### src/slc_pkg.sv
// Shared constants for the serial-link command port: command word layout,
// port selects, start/stop types, timing and the controller's register map.
// Assumes a single 125 MHz clock shared by both ends.
`default_nettype none

package slc_pkg;

  // Command word fields
  localparam int          CMD_W        = 16;
  localparam int          BIT_WRITE    = 15;
  localparam int          BIT_RESET    = 14;
  localparam int          BIT_REQUEST  = 13;
  localparam int          BIT_XFER     = 12;
  localparam int          BIT_STARTSTP = 11;
  localparam int          TYPE_MSB     = 10;
  localparam int          TYPE_LSB     = 8;
  localparam int          BIT_IGNORE   = 31;
  localparam int          NCH          = 8;
  localparam int          DATA_W       = 8;

  localparam logic [2:0]  TYPE_STOP    = 3'h0;
  localparam logic [2:0]  TYPE_NORMAL  = 3'h1;
  localparam logic [2:0]  TYPE_SETUP   = 3'h7;
  localparam logic [15:0] CMD_STOP_ALL = 16'h0800;
  localparam logic [15:0] CMD_IDLE     = 16'h0000;
  localparam logic [7:0]  DATA_RESET   = 8'h00;

  // Register port selects
  localparam logic        SEL_CMD      = 1'b0;
  localparam logic        SEL_DATA     = 1'b1;

  // Local parameter store depth, addressed by the low command byte
  localparam int          PARAM_DEPTH  = 256;

  // Transfer timeout: longest wait, rounded down to whole cycles
  localparam int          CLK_PERIOD_NS   = 8;
  localparam int          XFER_TIMEOUT_NS = 100000;
  localparam int          XFER_TIMEOUT_CYC = XFER_TIMEOUT_NS / CLK_PERIOD_NS;

  // Controller registers seen by software over AXI4-Lite
  localparam logic [7:0]  HR_CMD       = 8'h00;
  localparam logic [7:0]  HR_DATA      = 8'h04;
  localparam logic [7:0]  HR_STAT      = 8'h08;
  localparam int          STAT_BUSY    = 0;
  localparam int          STAT_REFUSED = 1;
  localparam logic [1:0]  RESP_OKAY    = 2'h0;
  localparam logic [1:0]  RESP_DECERR  = 2'h3;

  typedef enum logic [3:0] {
    ST_IDLE = 4'b0001,
    ST_EXEC = 4'b0010,
    ST_WAIT = 4'b0100,
    ST_DONE = 4'b1000
  } slc_state_t;

endpackage

`default_nettype wire

### src/slc_port_if.sv
// Register port between the controller and the command interpreter.
// Both ends sit on the same clock; a read answers one cycle later.
`default_nettype none

interface slc_port_if;
  logic        wr;
  logic        rd;
  logic        sel;
  logic [31:0] wdata;
  logic [31:0] rdata;
  logic        rack;

  modport dev (input wr, input rd, input sel, input wdata, output rdata, output rack);
  modport hst (output wr, output rd, output sel, output wdata, input rdata, input rack);
endinterface

`default_nettype wire

### src/slc_device.sv
// Command interpreter of the serial-link interface processor: command and
// data registers on the register port, channel control on the user side.
// Assumes the channel logic answers each start or transfer with ok or fail.
//
// How it works
// - Command word in low 16 bits
// - Bit 15 marks a parameter write
// - Bit 14 resets processor, opens program store
// - Bit 13 requests local parameter access
// - Bit 12 selects process data transfer
// - Bit 11 start/stop, type in 10:8
// - Type 000 stops masked channels
// - Type 001 starts masked channels normally
// - Type 111 starts masked channels in setup
// - Low byte mask selects channels
// - Writing command launches it
// - Completion clears command register to zero
// - Reads during execution return last command
// - Host writes command while non-zero only for stop-all or ignored words
// - Stop-all accepted anytime, resets interface
// - Command writes with bit 31 set are ignored
// - 8-bit data register in low bits
// - Parameter read: command, poll, read data
// - Parameter write: poll, data, then command
// - Stop-all resets channels, idles all links
// - Transfer completes when all done or timed out
// - Data register gets per-channel failure mask
//
// Decided for this implementation: the register addresses and register access over AXI4-Lite.
`default_nettype none

module slc_device
  import slc_pkg::*;
#(
  parameter int unsigned TIMEOUT_CYC = slc_pkg::XFER_TIMEOUT_CYC
) (
  input  wire logic                      aclk,
  input  wire logic                      aresetn,
  input  wire logic                      ce,
  slc_port_if.dev                        port,
  output logic      [slc_pkg::NCH-1:0]   chan_start,
  output logic                           chan_setup,
  output logic      [slc_pkg::NCH-1:0]   chan_stop,
  output logic      [slc_pkg::NCH-1:0]   chan_xfer,
  output logic                           chan_reset_all,
  output logic                           proc_reset,
  output logic                           prog_open,
  input  wire logic [slc_pkg::NCH-1:0]   chan_ok,
  input  wire logic [slc_pkg::NCH-1:0]   chan_fail
);
  import slc_pkg::*;

  slc_state_t             state_r;
  logic [CMD_W-1:0]       cmd_r;
  logic [DATA_W-1:0]      data_r;
  logic [NCH-1:0]         pend_r;
  logic [NCH-1:0]         fail_r;
  logic [31:0]            tmr_r;
  logic                   wait_kind_r;
  logic [31:0]            rdata_r;
  logic                   rack_r;
  logic [DATA_W-1:0]      param_mem [PARAM_DEPTH];

  logic                   cmd_wr;
  logic                   cmd_take;
  logic                   is_reset;
  logic                   is_xfer;
  logic                   is_ss;
  logic                   is_req;
  logic [2:0]             ss_type;
  logic [NCH-1:0]         mask;
  logic                   tmo;
  logic [NCH-1:0]         fail_nxt;
  logic [NCH-1:0]         pend_nxt;

  assign cmd_wr   = port.wr && (port.sel == SEL_CMD) && !port.wdata[BIT_IGNORE];
  // write launches; busy writes dropped; stop-all always taken
  assign cmd_take = ce && cmd_wr &&
                    ((state_r == ST_IDLE) || (port.wdata[CMD_W-1:0] == CMD_STOP_ALL));

  assign is_reset = cmd_r[BIT_RESET];
  assign is_xfer  = cmd_r[BIT_XFER];
  assign is_ss    = cmd_r[BIT_STARTSTP];
  assign is_req   = cmd_r[BIT_REQUEST];
  assign ss_type  = cmd_r[TYPE_MSB:TYPE_LSB];
  assign mask     = cmd_r[NCH-1:0];

  assign tmo      = (tmr_r >= TIMEOUT_CYC - 1);
  assign pend_nxt = pend_r & ~(chan_ok | chan_fail);
  assign fail_nxt = fail_r | (chan_fail & pend_r) | (tmo ? pend_nxt : {NCH{1'b0}});

  always_ff @(posedge aclk) begin
    if (!aresetn) begin
      state_r <= ST_IDLE;
    end else if (ce) begin
      if (cmd_take) begin
        state_r <= ST_EXEC;
      end else begin
        unique case (state_r)
          ST_IDLE: state_r <= ST_IDLE;
          ST_EXEC: begin
            // wait on started or transferring channels
            if (!is_reset && (is_xfer || (is_ss && (ss_type == TYPE_NORMAL ||
                ss_type == TYPE_SETUP))) && (mask != '0)) begin
              state_r <= ST_WAIT;
            end else begin
              state_r <= ST_DONE;
            end
          end
          ST_WAIT: begin
            if ((pend_nxt == '0) || tmo) begin
              state_r <= ST_DONE;
            end
          end
          ST_DONE: state_r <= ST_IDLE;
          default: state_r <= ST_IDLE;
        endcase
      end
    end
  end

  always_ff @(posedge aclk) begin
    if (!aresetn) begin
      cmd_r <= CMD_IDLE;
    end else if (ce) begin
      if (cmd_take) begin
        cmd_r <= port.wdata[CMD_W-1:0];
      end else if (state_r == ST_DONE) begin
        cmd_r <= CMD_IDLE;
      end
    end
  end

  // Channel pending, failure and timer tracking
  always_ff @(posedge aclk) begin
    if (!aresetn) begin
      pend_r      <= '0;
      fail_r      <= '0;
      tmr_r       <= '0;
      wait_kind_r <= 1'b0;
    end else if (ce) begin
      if (state_r == ST_EXEC && !cmd_take) begin
        pend_r      <= mask;
        fail_r      <= '0;
        tmr_r       <= '0;
        wait_kind_r <= !is_reset && (is_xfer || (is_ss && (ss_type == TYPE_NORMAL ||
                       ss_type == TYPE_SETUP)));
      end else if (state_r == ST_WAIT) begin
        pend_r <= pend_nxt;
        fail_r <= fail_nxt;
        tmr_r  <= tmr_r + 32'h1;
      end else if (cmd_take) begin
        // Stop-all abandons whatever was outstanding
        pend_r <= '0;
      end
    end
  end

  // Channel control pulses, one cycle wide; chan_setup is a level held until the next start
  always_ff @(posedge aclk) begin
    if (!aresetn) begin
      chan_start     <= '0;
      chan_setup     <= 1'b0;
      chan_stop      <= '0;
      chan_xfer      <= '0;
      chan_reset_all <= 1'b0;
      proc_reset     <= 1'b0;
    end else if (ce) begin
      chan_start     <= '0;
      chan_stop      <= '0;
      chan_xfer      <= '0;
      chan_reset_all <= 1'b0;
      proc_reset     <= 1'b0;
      if (state_r == ST_EXEC && !cmd_take) begin
        if (is_reset) begin
          proc_reset <= 1'b1;
        end else if (is_xfer) begin
          chan_xfer <= mask;
        end else if (is_ss) begin
          unique case (ss_type)
            TYPE_STOP: begin
              if (mask == '0) begin
                // stop-all resets and idles every link
                chan_reset_all <= 1'b1;
                chan_stop      <= {NCH{1'b1}};
              end else begin
                chan_stop <= mask;
              end
            end
            TYPE_NORMAL: begin
              chan_start <= mask;
              chan_setup <= 1'b0;
            end
            TYPE_SETUP: begin
              chan_start <= mask;
              chan_setup <= 1'b1;
            end
            default: chan_start <= '0;
          endcase
        end
      end
    end
  end

  // Program store stays open until the next command is accepted
  always_ff @(posedge aclk) begin
    if (!aresetn) begin
      prog_open <= 1'b0;
    end else if (ce) begin
      if (cmd_take) begin
        prog_open <= 1'b0;
      end else if (state_r == ST_EXEC && is_reset) begin
        prog_open <= 1'b1;
      end
    end
  end

  always_ff @(posedge aclk) begin
    if (!aresetn) begin
      data_r <= DATA_RESET;
    end else if (ce) begin
      if (state_r == ST_DONE && wait_kind_r) begin
        // failure mask after start or transfer
        data_r <= fail_r;
      end else if (state_r == ST_EXEC && !cmd_take && !is_reset && !is_xfer &&
                   !is_ss && is_req && !cmd_r[BIT_WRITE]) begin
        data_r <= param_mem[cmd_r[7:0]];
      end else if (port.wr && port.sel == SEL_DATA) begin
        data_r <= port.wdata[DATA_W-1:0];
      end
    end
  end

  // local parameter write; store is not reset, contents are software's
  always_ff @(posedge aclk) begin
    if (ce && state_r == ST_EXEC && !cmd_take && !is_reset && !is_xfer && !is_ss &&
        is_req && cmd_r[BIT_WRITE]) begin
      param_mem[cmd_r[7:0]] <= data_r;
    end
  end

  // reads show the stored command until completion
  always_ff @(posedge aclk) begin
    if (!aresetn) begin
      rdata_r <= '0;
      rack_r  <= 1'b0;
    end else if (ce) begin
      rack_r <= port.rd;
      if (port.rd) begin
        rdata_r <= (port.sel == SEL_DATA) ? {24'h000000, data_r} : {16'h0000, cmd_r};
      end
    end
  end

  assign port.rdata = rdata_r;
  assign port.rack  = rack_r;

endmodule

`default_nettype wire

### src/flat_wrapper.sv
// flat-port wrapper written by rule: the top's interface ports become plain ports
module slc_device_flat import slc_pkg::*;
#(
  parameter int unsigned TIMEOUT_CYC = slc_pkg::XFER_TIMEOUT_CYC
)
  (aclk, aresetn, ce, chan_start, chan_setup, chan_stop, chan_xfer, chan_reset_all, proc_reset, prog_open, chan_ok, chan_fail, port_wr, port_rd, port_sel, port_wdata, port_rdata, port_rack);
  slc_port_if port_i ();
  input  wire logic aclk;
  input  wire logic aresetn;
  input  wire logic ce;
  output logic      [slc_pkg::NCH-1:0] chan_start;
  output logic chan_setup;
  output logic      [slc_pkg::NCH-1:0] chan_stop;
  output logic      [slc_pkg::NCH-1:0] chan_xfer;
  output logic chan_reset_all;
  output logic proc_reset;
  output logic prog_open;
  input  wire logic [slc_pkg::NCH-1:0] chan_ok;
  input  wire logic [slc_pkg::NCH-1:0] chan_fail;
  input wire logic [$bits(port_i.wr)-1:0] port_wr;
  input wire logic [$bits(port_i.rd)-1:0] port_rd;
  input wire logic [$bits(port_i.sel)-1:0] port_sel;
  input wire logic [$bits(port_i.wdata)-1:0] port_wdata;
  output wire logic [$bits(port_i.rdata)-1:0] port_rdata;
  output wire logic [$bits(port_i.rack)-1:0] port_rack;
  assign port_i.wr = port_wr;
  assign port_i.rd = port_rd;
  assign port_i.sel = port_sel;
  assign port_i.wdata = port_wdata;
  assign port_rdata = port_i.rdata;
  assign port_rack = port_i.rack;
  slc_device #(.TIMEOUT_CYC(TIMEOUT_CYC)) u_core (.aclk(aclk), .aresetn(aresetn), .ce(ce), .port(port_i), .chan_start(chan_start), .chan_setup(chan_setup), .chan_stop(chan_stop), .chan_xfer(chan_xfer), .chan_reset_all(chan_reset_all), .proc_reset(proc_reset), .prog_open(prog_open), .chan_ok(chan_ok), .chan_fail(chan_fail));
endmodule
### config.mk
export PLATFORM = sky130hd
export DESIGN_NAME = slc_device_flat
export DESIGN_NICKNAME = d
export VERILOG_FILES = /design/src/slc_pkg.sv /design/src/slc_port_if.sv /design/src/slc_device.sv /design/src/flat_wrapper.sv
export SDC_FILE = /design/constraint.sdc
export NUM_CORES = 2
export LEC_CHECK = 0
export BUFFER_PORTS_ARGS = -buffer_cell sky130_fd_sc_hd__buf_4
export CAP_MARGIN = 5
export CORE_MARGIN = 3
export CORE_UTILIZATION = 59
export CTS_CLUSTER_SIZE = 10
export DETAILED_ROUTE_END_ITERATION = 12
export GPL_TIMING_DRIVEN = 1
export HOLD_SLACK_MARGIN = 0.05
export PLACE_DENSITY = 0.75
export RECOVER_POWER = 100
export SYNTH_ARGS = -nofsm -noshare
export SYNTH_HDL_FRONTEND = slang
export SYNTH_SLANG_ARGS = --single-unit
### constraint.sdc
create_clock -name aclk -period 12.8 [get_ports aclk]
set_input_delay 2.56 -clock aclk [delete_from_list [all_inputs] [get_ports aclk]]
set_output_delay 2.56 -clock aclk [all_outputs]
set_load 0.01 [all_outputs]
### Word level (Yosys, flattened, before mapping)

Memory sizes are Yosys's and may differ from the RTL's. A register that Yosys moved wholly into a read port is not among the register bits.
Cells that the tools add are included.

* flip-flop bits (word level): 138
* memory bits (writable): 2048
* input port bits: 54
* output and inout port bits: 61
* logic and storage cells: 136
* memories: 1

Memories
* u_core.param_mem: words 256, width 8, read ports 1, clocked after memory_dff 1, wr ports 1, line slc_device.sv:62 `logic [DATA_W-1:0] param_mem [PARAM_DEPTH];`

* add/subtract/negate cells: 1
* $lt $le $gt $ge: 1
* equal/unequal tests: 8
* muxes and demuxes: 47
* bitwise operators: 9
* reductions and logical operators: 53

Operator list (count)
* $mux W8: 25
* $mux W32: 2
* $mux W16: 3
* $add A32 B1 Y32 const B: 1
* $ge A32 B14 Y1 const B: 1
* $or A8 B8 Y8: 3
* $logic_and A1 B1 Y1: 23
* $and A8 B8 Y8: 2
* $eq A16 B12 Y1 const B: 1
* $logic_not A8 Y1: 2
* $reduce_and A2 Y1: 8
* $mux W1: 12
* $mux W4: 3
* $not A8 Y8: 1
* $pmux W4 S2: 1
* $reduce_bool A2 Y1: 4
* $reduce_bool A8 Y1: 1
* $logic_not A1 Y1: 6
* $reduce_and A6 Y1: 1
* $reduce_bool A3 Y1: 2
* $eq A4 B1 Y1 const B: 1
* $eq A4 B2 Y1 const B: 1
* $eq A4 B3 Y1 const B: 1
* $eq A4 B4 Y1 const B: 1
* other kinds (8): 13

### Longest topological paths before layout

* depth after elaboration: 14
* mapped depth: 14
* mapped depth without buffers: 8

### Worst setup path after synthesis

OpenSTA, ideal clock, no wires.

* path type: input-to-reg
* start: input port_wdata[11]
* end: memory u_core.param_mem[180][0] (enable)
* library setup time: 370 ps
* data arrival time: 4781 ps
* slack: 7649 ps
* stages on the path: 9
* path buffers: 2
* cell sequence: nor4b_1 -> and4_1 -> buf_2 -> a2111oi_4 -> nand4_2 -> nor3_2 -> nand3_1 -> buf_2 -> nor2_1

* word-level cells in the longest chain between the ends: 12

RTL lines
* start: declaration: line flat_wrapper.sv:23 `input wire logic [$bits(port_i.wdata)-1:0] port_wdata;`
* $eq A16 B12 Y1: line slc_device.sv:79 `((state_r == ST_IDLE) || (port.wdata[CMD_W-1:0] == CMD_STOP_ALL));`
* $logic_or A1 B1 Y1: line slc_device.sv:79
* $logic_and A1 B1 Y1: line slc_device.sv:78 `assign cmd_take = ce && cmd_wr &&`
* $logic_not A1 Y1: line slc_device.sv:236 `if (ce && state_r == ST_EXEC && !cmd_take && !is_reset && !is_xfer && !is_ss &&`
* $logic_and A1 B1 Y1 (5 in series): line slc_device.sv:236
* $logic_and A1 B1 Y1: line slc_device.sv:237 `is_req && cmd_r[BIT_WRITE]) begin`
* $mux W1: line slc_device.sv:236
* $mux W1 (not written as such): line slc_device.sv:238 `param_mem[cmd_r[7:0]] <= data_r;`
* end: declaration: line slc_device.sv:62

No other way between the ends.

### Final worst setup path

* start: input ce
* end: memory u_core.param_mem[56][5] (enable)

* word-level cells in the longest chain between the ends: 11
* elaborated cells on any way between the ends: 12

RTL lines
* start: declaration: line flat_wrapper.sv:10 `input wire logic ce;`
* $logic_and A1 B1 Y1 (2 in series): line slc_device.sv:78
* $logic_not A1 Y1: line slc_device.sv:236
* $logic_and A1 B1 Y1 (*) (5 in series): line slc_device.sv:236
* $logic_and A1 B1 Y1 (*): line slc_device.sv:237
* $mux W1 (*): line slc_device.sv:236
* $mux W1 (not written as such) (*): line slc_device.sv:238

Mark *: on every way between the ends. The rest lies on a longest branch, timed or not.

==> results.sh <==
export IMPL_ir_drop_mv=0.121
export IMPL_critPathLaunchType="input pin"
export IMPL_timing_critical_path_required_ns=13.27
export IMPL_initialDrtViolationCount=6507
export IMPL_slew_headroom_pct=-239
export IMPL_multi_input_area_mm2=0.0199
export IMPL_cts_num_sinks=2178
export IMPL_netlist_instances=4499
export IMPL_antenna_found_initial=5
export IMPL_final_min_clock_period_ns=8.18
export IMPL_clock_slew_at_the_register_clock_pins_of_the_worst_setup_and_hold_paths_ns=0.05
export IMPL_timing_critical_path_fanout_max=33
export IMPL_grt_use_total_pct=29.3
export IMPL_synth_area_mm2=0.0857
export IMPL_design_final_nets=4681
export IMPL_cp_data_arrival_time_ns=8.65
export IMPL_numPlacedInstances=6289
export IMPL_fp_dieArea_mm2=0.150
export IMPL_power_density_mw_per_mm2=150
export IMPL_timing_worst_setup_path_type="in -> reg"
export IMPL_most_used_dff_post_synth="edfxtp_1"
export IMPL_post_layout_nonfiller_instances=6614
export IMPL_most_common_layout_cells="edfxtp_1 (2048), mux4_2 (407), nor2_1 (328), clkbuf_16 (237), mux2i_1 (194)"
export IMPL_yosys_top_cells_area="edfxtp_1 (72%), mux4_2 (11%), dfxtp_1 (3.0%), mux2i_1 (2.3%), nor2_1 (1.4%)"
export IMPL_fin_worst_skew_ns=0.0302
export IMPL_synth_top_area_share_pct=71.8
export IMPL_drt_wl_total_um=220000
export IMPL_cts_buffers_inserted=237
export IMPL_rsz0062_at_grt="false"
export IMPL_layout_core_utilization_pct=65.3
export IMPL_ctsHoldBuffers=0
export IMPL_failed_checks="max-capacitance violations, max-slew violations"
export IMPL_floorplan_rows=139
export IMPL_total_via_count_after_detailed_routing=45900
export IMPL_resized_after_cts=0
export IMPL_final_layout_size_suffix_gt1_share_pct=18.4
export IMPL_filler_cell_count=9274
export IMPL_cts_root_buf="clkbuf_16"
export IMPL_place_hpwl_um=129000
export IMPL_worstSetupStartpoint="ce"
export IMPL_rr_startpoint="u_core.data_r[7]"
export IMPL_globalRouteOverflowTotal=0
export IMPL_htree_num_levels=4
export IMPL_power_leakage_nw=27.3
export IMPL_synth_distinct_cells=88
export IMPL_yosysSeqAreaShare_pct=74.8
export IMPL_largest_net_degree_at_the_start_of_global_routing=194
export IMPL_worst_slew_pin_transition_ns=5.09
export IMPL_dp_slack_ns=5.27
export IMPL_grt_pass1_vias=45000
export IMPL_outcome="finished with violations"
export IMPL_synthArstFlopShare_pct=0
export IMPL_number_of_violations_of_the_max_capacitance_limit=25
export IMPL_power_total_mw=14.1
export IMPL_regToRegEndpoint="u_core.param_mem[33][7]"
export IMPL_floorplan_initialDensity_pct=59.5
export IMPL_finalInstanceArea_mm2=0.0940
export IMPL_reg2regPathDepth=2
export IMPL_route_antenna_remaining_nets=0
export IMPL_share_of_the_clock_period_used_by_the_worst_path_after_layout_pct=63.9
export IMPL_synth_top_area_cell="edfxtp_1"
export IMPL_io_pins=115
export IMPL_grt_first_pass_wirelength_um=317000
export IMPL_final_common_cell="edfxtp_1"
export IMPL_tritoncts_clock_tree="done"
export IMPL_core_area_mm2=0.144
export IMPL_detailed_place_area_mm2=0.0879
export IMPL_area_sequential_mm2=0.0641
export IMPL_die_y_um=387
export IMPL_drt_wirelength_per_cell_um=33.2
export IMPL_flow_area_growth_from_synthesis_pct=9.70
export IMPL_rd_place_congestion=0.944
export IMPL_cts_buffer_depth=3
export IMPL_drc_errors=0
export IMPL_worstSetupEndpointType="flop"
export IMPL_synth_edf_count=2048
export IMPL_via_per_inst=6.94
export IMPL_final_hold_violation_count=0
export IMPL_die_width_um=387
export IMPL_setup_total_negative_slack_ns=0
export IMPL_yosys_warnings=0
export IMPL_slew_viol_final=1682
export IMPL_clk_insertion_delay_late_ns=0.86
export IMPL_portBuffers=83
export IMPL_hold_worst_slack_ns=0.478
export IMPL_ys_seq_elements=2178
export IMPL_max_freq_mhz=122
export IMPL_critical_path_endpoint="u_core.param_mem[56][5]"
export IMPL_regToRegSetupSlack_ns=5.31
export IMPL_cts_repair_timing_setup_buffer_count=0
export IMPL_synth_area_per_cell_um2=19.0
export IMPL_holdCritPathClass="reg -> reg"
export IMPL_final_report_setup_violation_count=0
export IMPL_setup_slack_ns=4.62
export IMPL_detail_route_first_pass_iterations=6
## worst max-delay path, cell delays in order
cell,delay (ns)
clkbuf_1,0.28
inv_1,0.89
nor4b_1,0.45
a2111oi_0,0.69
nand4_1,0.64
nor3_1,1.21
nand3_1,0.93
nor2_1,0.96
## sequential cells by signal, indices dropped and copies added, names as in the netlist, 4 cells and up, named ones only
signal and flops:
u_core.chan_start 8, u_core.chan_stop 8, u_core.chan_xfer 8, u_core.cmd_r 16, u_core.data_r 8, u_core.fail_r 8, u_core.param_mem 2048, u_core.pend_r 8
u_core.port.rdata 16, u_core.state_r 4, u_core.tmr_r 32
## logic make-up after synthesis
family / after synthesis / share of synthesized area [%]
compound gates: 505 / 4.28
xor+xnor: 22 / 0.225
fa+ha+maj: 1 / 0.0146
buf+inv: 303 / 2.02
flops: 2178 / 74.8
mux: 669 / 14.0
other cells: 1 / 0.00438
simple gates: 820 / 4.67
## cell type report
type                    count  area share, %
flip-flops and latches   2178           68.2
clock buffers             307           6.59
diodes                      1        0.00266
well taps                1903           2.53
repair buffers            161           1.15
inverters                  15         0.0625
multi-input cells        2033           21.2
clock inverters            16          0.294
## power breakdown
part           total [mW]  switching, mW  internal [mW]
clock network        5.93           2.60           3.34
registers            7.82         0.0350           7.78
logic               0.315          0.221         0.0942
total                14.1           2.85           11.2
## worst min path at each step
stage | startpoint | end | slack (ns) | cells after the start
final | u_core.port.rdata[8] | u_core.port.rdata[8] | 0.48 | 2
after global routing | u_core.port.rdata[11] | u_core.port.rdata[11] | 0.50 | 2
after CTS | u_core.port.rdata[8] | u_core.port.rdata[8] | 0.48 | 2
after detailed placement | u_core.fail_r[7] | u_core.fail_r[7] | 0.47 | 2
after global placement | u_core.fail_r[7] | u_core.fail_r[7] | 0.46 | 2
after floorplan | u_core.fail_r[4] | u_core.fail_r[4] | 0.44 | 2
## cell usage after synthesis, drive strengths merged (16+ instances only)
library cell,instances
clkbuf,125
nand2,164
a31oi,21
a21oi,52
o211a,18
and3,16
o211ai,35
buf,162
mux4,415
nand4,37
nand3,95
a22oi,153
nor2b,53
o221ai,51
nor2,329
nor3,18
mux2i,194
mux2,60
o21ai,50
a21boi,29
nor4,23
o22ai,50
edfxtp,2048
dfxtp,130
## layer usage
layer  global-route usage [%]  wire length (um)
met1                     40.6             79800
met2                     44.3            102000
met3                     7.83             26700
met4                     13.5             11600
met5                        0                40
Note: power is estimated with default switching activity, not from simulation.
